### src/core/slcd_pkg.sv
package slcd_pkg;
	// register indices on the plain register port
	localparam logic [5:0] REG_PIN_CTRL = 6'h00;
	localparam logic [5:0] REG_PANEL_CTRL = 6'h01;
	localparam logic [5:0] REG_SUPPLY_CTRL = 6'h02;
	localparam logic [5:0] REG_RAM_BASE = 6'h20;
	localparam logic [7:0] PIN_CTRL_RESET = 8'h00;
	localparam logic [7:0] PANEL_CTRL_RESET = 8'h80;
	localparam logic [7:0] SUPPLY_CTRL_RESET = 8'h60;
	// pin control fields
	localparam int DUTY_HI_BIT = 7;
	localparam int DUTY_LO_BIT = 6;
	localparam int COM_PAR_BIT = 5;
	localparam int EXP_BIT = 4;
	localparam int DRV_SEL_MSB = 3;
	// panel control fields
	localparam int SUPPLY_ON_BIT = 6;
	localparam int RUN_BIT = 5;
	localparam int SHOW_BIT = 4;
	localparam int FCLK_MSB = 3;
	// supply control fields
	localparam int WAVE_B_BIT = 7;
	localparam int BOOST_BIT = 4;
	localparam int CDS_MSB = 3;
	localparam int RAM_BYTES = 32;
	localparam int SEG_PINS = 32;
	localparam int COM_PINS = 4;
	// base frame step rate from the 200 MHz clock, the watch clock is modeled as an enable
	localparam int CLK_HZ = 200_000_000;
	localparam int BASE_STEP_HZ = 1_000_000;
	localparam int BASE_STEP_CYC = CLK_HZ / BASE_STEP_HZ;
	typedef enum logic [1:0] {
		SLCD_DUTY_STATIC = 2'b00,
		SLCD_DUTY_HALF = 2'b01,
		SLCD_DUTY_THIRD = 2'b10,
		SLCD_DUTY_QUARTER = 2'b11
	} slcd_duty_t;
	typedef enum logic [1:0] {
		SLCD_ST_IDLE = 2'b00,
		SLCD_ST_SCAN = 2'b01,
		SLCD_ST_SHIFT = 2'b11
	} slcd_state_t;
	typedef struct packed {
		logic latch;
		logic shift;
		logic data;
		logic alt;
	} slcd_exp_t;
endpackage : slcd_pkg

### src/core/slcd_ctrl.sv
// Summary of operation
// static, 1/2, 1/3, 1/4 duty select
// 32 internal segments; expansion 256/128/64; the code shifts 32 bits per common at every duty
// 32-byte display memory as RAM
// byte and 16-bit word writes accepted
// segment pins become ports by eights
// spare commons mirror waveform at static/half
// drive continues except in standby
// eleven frame clock choices
// module standby stops block independently
// waveform type selects A or B
// pin control register resets 00
// panel control register resets 80
// supply control register resets 60
// latch strobe on top segment pin
// shift strobe on segment 31 pin
// alternation on segment 29 pin
// serial data on segment 30 pin
// scanning starts automatically once enabled
// bit one lights, zero leaves unlit
// boost select enables step-up supply
// external supply: software clears boost, supply
// static: one common, 32 direct segments
// show bit zero drives blank data
// run clear halts, forces supply off
// alternation toggles every frame
//
// The address map and the strobed register port were decided locally.
`timescale 1ns/1ps
`default_nettype none
module slcd_ctrl
	import slcd_pkg::*;
#(
	parameter int STEP_CYC = BASE_STEP_CYC
) (
	input wire logic CLK_I,
	input wire logic RST_N_I,
	input wire logic [5:0] ADDR_I,
	input wire logic [15:0] WDATA_I,
	input wire logic WORD_I,
	input wire logic WR_I,
	input wire logic RD_I,
	output logic [15:0] RDATA_O,
	input wire logic STANDBY_I,
	input wire logic MODULE_STBY_I,
	input wire logic WATCH_TICK_I,
	output logic [COM_PINS-1:0] COM_LEVEL_O,
	output logic [COM_PINS-1:0] COM_ACTIVE_O,
	output logic [SEG_PINS-1:0] SEG_LEVEL_O,
	output logic [SEG_PINS-1:0] SEG_IS_PORT_O,
	output logic ALT_O,
	output logic WAVE_B_O,
	output logic SUPPLY_ON_O,
	output logic BOOST_ON_O,
	output logic [3:0] CDS_O
);
	// a zero step count would leave the divider without a terminal value
	if (STEP_CYC < 1) begin : g_bad_step
		$error("STEP_CYC must be at least one");
	end

	logic [7:0] pin_control_reg;
	logic [7:0] panel_control_reg;
	logic [7:0] supply_control_reg;
	logic [7:0] ram [RAM_BYTES];
	logic ram_hit;
	logic [4:0] ram_idx;
	logic running;
	slcd_duty_t duty;
	slcd_state_t state;
	logic [31:0] step_cnt;
	logic base_tick;
	logic [7:0] div_cnt;
	logic frame_step;
	logic [1:0] com_idx;
	logic [1:0] com_last;
	logic [4:0] shift_cnt;
	slcd_exp_t exp_sig;
	logic [SEG_PINS-1:0] seg_data;

	assign ram_hit = ADDR_I >= REG_RAM_BASE;
	assign ram_idx = ADDR_I[4:0];
	assign duty = slcd_duty_t'(pin_control_reg[DUTY_HI_BIT:DUTY_LO_BIT]);
	// blocked in standby, module standby or when run is clear
	assign running = panel_control_reg[RUN_BIT] && !STANDBY_I && !MODULE_STBY_I;

	always_ff @(posedge CLK_I) begin
		if (!RST_N_I) begin
			pin_control_reg <= PIN_CTRL_RESET;
			panel_control_reg <= PANEL_CTRL_RESET;
			supply_control_reg <= SUPPLY_CTRL_RESET;
		end else if (WR_I && !ram_hit) begin
			case (ADDR_I)
				REG_PIN_CTRL: begin
					// expansion with any driver select is illegal; keep drive selection clear
					pin_control_reg <= WDATA_I[EXP_BIT] ? {WDATA_I[7:4], 4'h0} : WDATA_I[7:0];
				end
				REG_PANEL_CTRL: panel_control_reg <= WDATA_I[7:0];
				REG_SUPPLY_CTRL: supply_control_reg <= WDATA_I[7:0];
				default: ;
			endcase
		end
	end

	// word writes land on an even pair, high byte first as on a big-endian cpu
	always_ff @(posedge CLK_I) begin
		if (WR_I && ram_hit) begin
			if (WORD_I) begin
				ram[{ram_idx[4:1], 1'b0}] <= WDATA_I[15:8];
				ram[{ram_idx[4:1], 1'b1}] <= WDATA_I[7:0];
			end else begin
				ram[ram_idx] <= WDATA_I[7:0];
			end
		end
	end

	always_ff @(posedge CLK_I) begin
		if (!RST_N_I) begin
			RDATA_O <= 16'h0000;
		end else if (RD_I) begin
			if (ram_hit && WORD_I) RDATA_O <= {ram[{ram_idx[4:1], 1'b0}], ram[{ram_idx[4:1], 1'b1}]};
			else if (ram_hit) RDATA_O <= {8'h00, ram[ram_idx]};
			else begin
				case (ADDR_I)
					REG_PIN_CTRL: RDATA_O <= {8'h00, pin_control_reg};
					REG_PANEL_CTRL: RDATA_O <= {8'h00, panel_control_reg};
					REG_SUPPLY_CTRL: RDATA_O <= {8'h00, supply_control_reg};
					default: RDATA_O <= 16'h0000;
				endcase
			end
		end
	end

	// base step divider; the watch clock path uses the external tick instead
	always_ff @(posedge CLK_I) begin
		if (!RST_N_I || !running) begin
			step_cnt <= 32'h0;
			base_tick <= 1'b0;
		end else if (step_cnt == 32'(STEP_CYC - 1)) begin
			step_cnt <= 32'h0;
			base_tick <= 1'b1;
		end else begin
			step_cnt <= step_cnt + 32'h1;
			base_tick <= 1'b0;
		end
	end

	function automatic logic [7:0] fclk_mask(input logic [3:0] sel);
		case (sel)
			4'b1000: fclk_mask = 8'h00;
			4'b1001: fclk_mask = 8'h01;
			4'b1010: fclk_mask = 8'h03;
			4'b1011: fclk_mask = 8'h07;
			4'b1100: fclk_mask = 8'h0F;
			4'b1101: fclk_mask = 8'h1F;
			4'b1110: fclk_mask = 8'h3F;
			4'b1111: fclk_mask = 8'h7F;
			default: fclk_mask = sel[1] ? 8'h03 : {7'h00, sel[0]};
		endcase
	endfunction

	// eleven rates: three on the watch tick, eight on the system divider
	always_ff @(posedge CLK_I) begin
		if (!RST_N_I || !running) begin
			div_cnt <= 8'h00;
			frame_step <= 1'b0;
		end else begin
			frame_step <= 1'b0;
			if (panel_control_reg[FCLK_MSB] ? base_tick : WATCH_TICK_I) begin
				if ((div_cnt & fclk_mask(panel_control_reg[FCLK_MSB:0])) ==
					fclk_mask(panel_control_reg[FCLK_MSB:0])) begin
					div_cnt <= 8'h00;
					frame_step <= 1'b1;
				end else begin
					div_cnt <= div_cnt + 8'h01;
				end
			end
		end
	end

	assign com_last = duty;

	// scan machine: steps commons and, in expansion, shifts data after each common
	always_ff @(posedge CLK_I) begin
		if (!RST_N_I || !running) begin
			state <= SLCD_ST_IDLE;
			com_idx <= 2'b00;
			shift_cnt <= 5'h00;
			exp_sig <= '0;
		end else begin
			case (state)
				SLCD_ST_IDLE: state <= SLCD_ST_SCAN;
				SLCD_ST_SCAN: begin
					exp_sig.latch <= 1'b0;
					if (frame_step) begin
						// wrap also when duty was lowered while a higher common was active
						if (com_idx >= com_last) begin
							com_idx <= 2'b00;
							exp_sig.alt <= ~exp_sig.alt;
						end else begin
							com_idx <= com_idx + 2'b01;
						end
						if (pin_control_reg[EXP_BIT]) begin
							state <= SLCD_ST_SHIFT;
							shift_cnt <= 5'h00;
						end
					end
				end
				SLCD_ST_SHIFT: begin
					// one bit per two clocks; capacity per common is fixed at 32 bits, shift_cnt 0 to 31
					exp_sig.shift <= ~exp_sig.shift;
					if (!exp_sig.shift) begin
						exp_sig.data <= panel_control_reg[SHOW_BIT] &
							ram[shift_cnt][com_idx + {1'b0, shift_cnt[0]}];
					end else begin
						shift_cnt <= shift_cnt + 5'h01;
						if (shift_cnt == 5'h1F) begin
							exp_sig.latch <= 1'b1;
							state <= SLCD_ST_SCAN;
						end
					end
				end
				default: state <= SLCD_ST_IDLE;
			endcase
		end
	end

	// segment data for the current common; static maps all eight bits of bytes 0 to 3
	always_comb begin
		seg_data = '0;
		for (int s = 0; s < SEG_PINS; s++) begin
			if (duty == SLCD_DUTY_STATIC)
				seg_data[s] = ram[s / 8][s % 8];
			else
				seg_data[s] = ram[s][{1'b0, com_idx}];
			seg_data[s] = seg_data[s] & panel_control_reg[SHOW_BIT];
		end
	end

	genvar g;
	generate
		for (g = 0; g < SEG_PINS / 8; g++) begin : g_port
			// group g covers pins 8g..8g+7; higher groups stay drivers first
			always_ff @(posedge CLK_I) begin
				if (!RST_N_I) SEG_IS_PORT_O[g*8 +: 8] <= 8'hFF;
				else if (pin_control_reg[EXP_BIT])
					SEG_IS_PORT_O[g*8 +: 8] <= (g == SEG_PINS / 8 - 1) ? 8'h0F : 8'hFF;
				else if (pin_control_reg[DRV_SEL_MSB])
					SEG_IS_PORT_O[g*8 +: 8] <= 8'h00;
				else SEG_IS_PORT_O[g*8 +: 8] <= {8{(3'(g) + pin_control_reg[2:1]) < 3'd4}};
			end
		end
	endgenerate

	// level = data xor alternation so average voltage stays zero
	always_ff @(posedge CLK_I) begin
		if (!RST_N_I) begin
			SEG_LEVEL_O <= '0;
			COM_LEVEL_O <= '0;
			COM_ACTIVE_O <= '0;
		end else if (!running) begin
			SEG_LEVEL_O <= '0;
			COM_LEVEL_O <= '0;
			COM_ACTIVE_O <= '0;
		end else begin
			SEG_LEVEL_O <= seg_data ^ {SEG_PINS{exp_sig.alt}};
			if (pin_control_reg[EXP_BIT]) begin
				SEG_LEVEL_O[31] <= exp_sig.latch;
				SEG_LEVEL_O[30] <= exp_sig.shift;
				SEG_LEVEL_O[29] <= exp_sig.data;
				SEG_LEVEL_O[28] <= exp_sig.alt;
			end
			for (int c = 0; c < COM_PINS; c++) begin
				COM_ACTIVE_O[c] <= (2'(c) == com_idx) ||
					(pin_control_reg[COM_PAR_BIT] && !duty[1] && 2'(c) > com_last);
				COM_LEVEL_O[c] <= exp_sig.alt;
			end
		end
	end

	always_ff @(posedge CLK_I) begin
		if (!RST_N_I) begin
			ALT_O <= 1'b0;
			WAVE_B_O <= 1'b0;
			SUPPLY_ON_O <= 1'b0;
			BOOST_ON_O <= 1'b0;
			CDS_O <= 4'h0;
		end else begin
			ALT_O <= exp_sig.alt;
			WAVE_B_O <= supply_control_reg[WAVE_B_BIT];
			SUPPLY_ON_O <= running && panel_control_reg[SUPPLY_ON_BIT];
			BOOST_ON_O <= running && supply_control_reg[BOOST_BIT];
			CDS_O <= supply_control_reg[CDS_MSB:0];
		end
	end
endmodule : slcd_ctrl
`default_nettype wire

### config.mk
export PLATFORM = sky130hd
export DESIGN_NAME = slcd_ctrl
export DESIGN_NICKNAME = d
export VERILOG_FILES = /design/src/core/slcd_pkg.sv /design/src/core/slcd_ctrl.sv
export SDC_FILE = /design/constraint.sdc
export NUM_CORES = 1
export LEC_CHECK = 0
export BUFFER_PORTS_ARGS = -buffer_cell sky130_fd_sc_hd__buf_2
export CAP_MARGIN = 20
export CORE_MARGIN = 3
export CORE_UTILIZATION = 45
export DETAILED_ROUTE_END_ITERATION = 16
export PLACE_DENSITY = 0.65
export SLEW_MARGIN = 5
export SYNTH_ARGS = -nofsm -noshare
export SYNTH_HDL_FRONTEND = slang
export SYNTH_SLANG_ARGS = --single-unit
### constraint.sdc
create_clock -name CLK_I -period 2.05 [get_ports CLK_I]
set_input_delay 0.1025 -clock CLK_I [delete_from_list [all_inputs] [get_ports CLK_I]]
set_output_delay 0.1025 -clock CLK_I [all_outputs]
set_load 0.01 [all_outputs]
==> summary.md <==
| Metric | Value |
|---|---|
| Main synth FF type | edfxtp_1 |
| Least-Margin Pin Slew | 1.101 ns |
| Die X | 228.8 um |
| Layout cells sized above 1 | 43.64% |
| Worst Hold Slack | 0.05720 ns |
| Syn Area/Cell | 13.34 um2 |
| Failing checks | setup timing |
| Vias in the first global route | 16.26k |
| Pwr/cell area | 680.6 nW/um2 |
| CTS tree | built |
| Top cell type by total area after synthesis | edfxtp_1 |
| GPL Wtd Cong | 0.9846 |
| EDFF count, synth | 256 |
| Sw Ratio | 23.22% |
| Via count | 16.46k |
| H-tree depth | 2 |
| Crit-path max FO | 3 |
| Power share of the combinational group | 8.5% |
| Fin cells | 2653 |
| Util after Layout | 54.89% |
| Hold Path Class | input port to register |
| Clk_lat worst skew | 0.59 ns |
| Pre-CTS setup slack | -0.2332 ns |
| Largest net degree at the start of global routing | 39 |
| GR Layer Usage met2 | 44.33% |
| Diode count | 0 |
| Worst setup margin | -0.02450 ns |
| GRT overflow | 0 |
| Setup Viol. Count Final | 1 |
| Core area | 48950 um2 |
| Detail Placement HPWL | 55840 um |
| Fmax | 0.4820 GHz |
| Detail Route Antenna Nets | 0 |
| Total power | 18.28 mW |
| Top flop regs | ram x256, SEG_LEVEL_O x32, step_cnt x32 |
| Outcome | finished with violations |
| Fin crit share | 101.2% |
| Sequential Power Share | 48.2% |
| Internal Power | 14.04 mW |
| Type of origin of the critical path | register |
| Sw Pwr | 4.245 mW |
| Residual DRC count | 0 |
| Vias per cell | 6.204 |
| Final wirelength | 74510 um |
| Clock-pin transition on the worst setup and hold timing paths | 0.06 ns |
| CP endpoint kind | register |
| Critical path class | register to register |
| Yosys top cell area share | 34.41% |
| Min Tclk post-route | 2.075 ns |
| Max VDD drop | 0.7329 mV |
| Clk sinks | 405 |
| Initial Util | 45.63% |
| Post-synthesis cell type count | 60 |
| Antenna violations before repair | 0 |
| Num ports | 126 |
| M1 GR Usage | 38.96% |
| Die height | 228.8 um |
| Syn Std Cell Area | 22340 um2 |
| Wire length per cell after detailed routing | 28.08 um |
| Max clock buf depth | 3 |
| Post-synth ARST share | 0% |
| Iteration-0 DRC Markers | 1915 |
| Final TNS setup | -0.02450 ns |
| Final hold vios | 0 |
| Clock Power Share | 43.3% |
| Largest Register | ram |
| Worst Path Required | 2.49 ns |
| Root buffer cell | clkbuf_16 |
| Max FFs per register | 256 |
| Max Cap Violations | 0 |
| M3 GR Usage | 4.499% |
| Nets | 1995 |
| Dpl cells | 2547 |
| First-pass GRT wire length | 109800 um |
| Busiest grt layer | met2 |
| Unrepaired setup endpoints after global routing | true |
| Row count | 81 |
| Mapped Nets | 1716 |
| Final Cell Area | 26870 um2 |
| Ys Warns | 0 |
| Slew margin rel. | 26.35% |
| TritonCTS Buffers | 44 |
| Pre-antenna DRT Iters | 6 |
| Total track usage | 28.13% |
| Layout filler cell count | 4098 |
| Area Growth Syn to Fin | 20.28% |
| Syn Inst Count | 1675 |
| Max-slew violations | 0 |
| Die area | 52350 um2 |
| Synthesized flop and latch total | 405 |
| Post-DP Area | 25040 um2 |
| Clock Skews | 0.02530 ns |
| Synth area leaders | edfxtp_1, mux4_2, dfxtp_1, mux2_2, mux2i_1 |
| Critical Path AT | 2.52 ns |
| IO Port Bufs | 125 |
| Seq/Total Area, Yosys | 47.77% |
| Pleak | 9.297 nW |
==> path summary, 6_finish.rpt <==
| kind | to | cells after the start | slack, ns | startpoint |
|---|---|---|---|---|
| hold reg to reg | supply_control_reg[6]$_SDFFE_PN1P_ | 2 | 0.48 | supply_control_reg[6]$_SDFFE_PN1P_ |
| setup reg to reg | exp_sig[1]$_SDFFE_PN0P_ | 8 | -0.02 | ram[14][1]$_DFFE_PP_ |
| hold / removal | ram[29][0]$_DFFE_PP_ | 1 | 0.06 | WDATA_I[0] |
| setup / recovery | exp_sig[1]$_SDFFE_PN0P_ | 8 | -0.02 | ram[14][1]$_DFFE_PP_ |
==> placed cells by master, fill, tap and decap left out, types with 13 or more instances in the layout <==
| cell | n |
|---|---|
| nand3_1 | 45 |
| mux4_2 | 187 |
| xnor2_1 | 50 |
| mux2_2 | 171 |
| clkbuf_16 | 47 |
| nand2b_1 | 25 |
| mux2i_1 | 60 |
| nor2b_1 | 21 |
| buf_4 | 244 |
| dfxtp_1 | 146 |
| xor2_1 | 22 |
| nand4_1 | 22 |
| o22ai_1 | 14 |
| buf_2 | 121 |
| a22oi_1 | 17 |
| edfxtp_1 | 256 |
| nand2_1 | 122 |
| a21boi_0 | 19 |
| o21ai_0 | 13 |
| buf_12 | 23 |
| a21oi_1 | 30 |
| nor2_1 | 129 |
| and2_1 | 14 |
==> cell type report <==
class	instances	area, um2	area share, %
clock inverter	20	172.7	0.6427
inverter	11	41.29	0.1537
clock buffer	61	1262	4.699
multi-input combinational	1092	10860	40.42
sequential	405	10670	39.73
tap	664	830.8	3.092
timing repair buffer	400	3027	11.27
==> kinds of logic after synthesis <==
kind of cell	synth area share (%)
compound gates	4.336
xor+xnor	2.823
fa+ha+maj	0.6161
buf+inv	4.347
flops	47.77
mux	30.43
simple gates	9.685
==> critical path, stage by stage (launching register included) <==
cell      delay (ns)
edfxtp_1        0.47
buf_4           0.18
mux4_2          0.45
mux2_2          0.28
o22ai_1         0.13
buf_4           0.13
o21ai_0         0.09
o31ai_2         0.11
o22ai_1         0.10
==> routing by layer <==
layer	up-vias	wire, um	share of wire [%]
met1	8383	30260	41
met3	174	6140	8.2
met2	914	34650	47
met5	-	0	0
li1	6989	-	-
met4	0	3456	4.6
==> synthesized netlist by cell type, drive strengths merged (3+ instances only) <==
cell type and n:
edfxtp 256, mux4 188, mux2 173, dfxtp 149
nor2 136, nand2 122, buf 103, clkbuf 64
mux2i 61, xnor2 50, nand3 45, a21oi 30
nand2b 25, a22oi 23, nand4 22, nor2b 22
xor2 22, a21boi 21, nor3 17, o22ai 17
and2 14, o21ai 14, ha 11, inv 11
nor4 10, and3 9, a221oi 8, o221ai 8
nor3b 6, o21bai 4, or3 4, o2111ai 3
or2 3
==> power groups by stage <==
| stage | registers (mW) | logic (mW) | clock network (mW) |
|---|---|---|---|
| floorplan | 8.94 | 0.904 | 0 |
| global placement | 8.98 | 1.49 | 0 |
| detailed placement | 8.98 | 1.50 | 0 |
| CTS | 8.81 | 1.52 | 8.09 |
| global route | 8.81 | 1.63 | 8.41 |
| finish | 8.81 | 1.56 | 7.92 |
==> what timing repair did <==
item                                    4_1_cts  5_1_grt
hold buffers                                  5        0
endpoints found under the hold margin        31        0
pin swaps                                     7       10
setup buffers                                11        9
gates resized for setup                       9       30
endpoints found under the setup margin        6       47
Note: power is estimated with default switching activity, not from simulation.
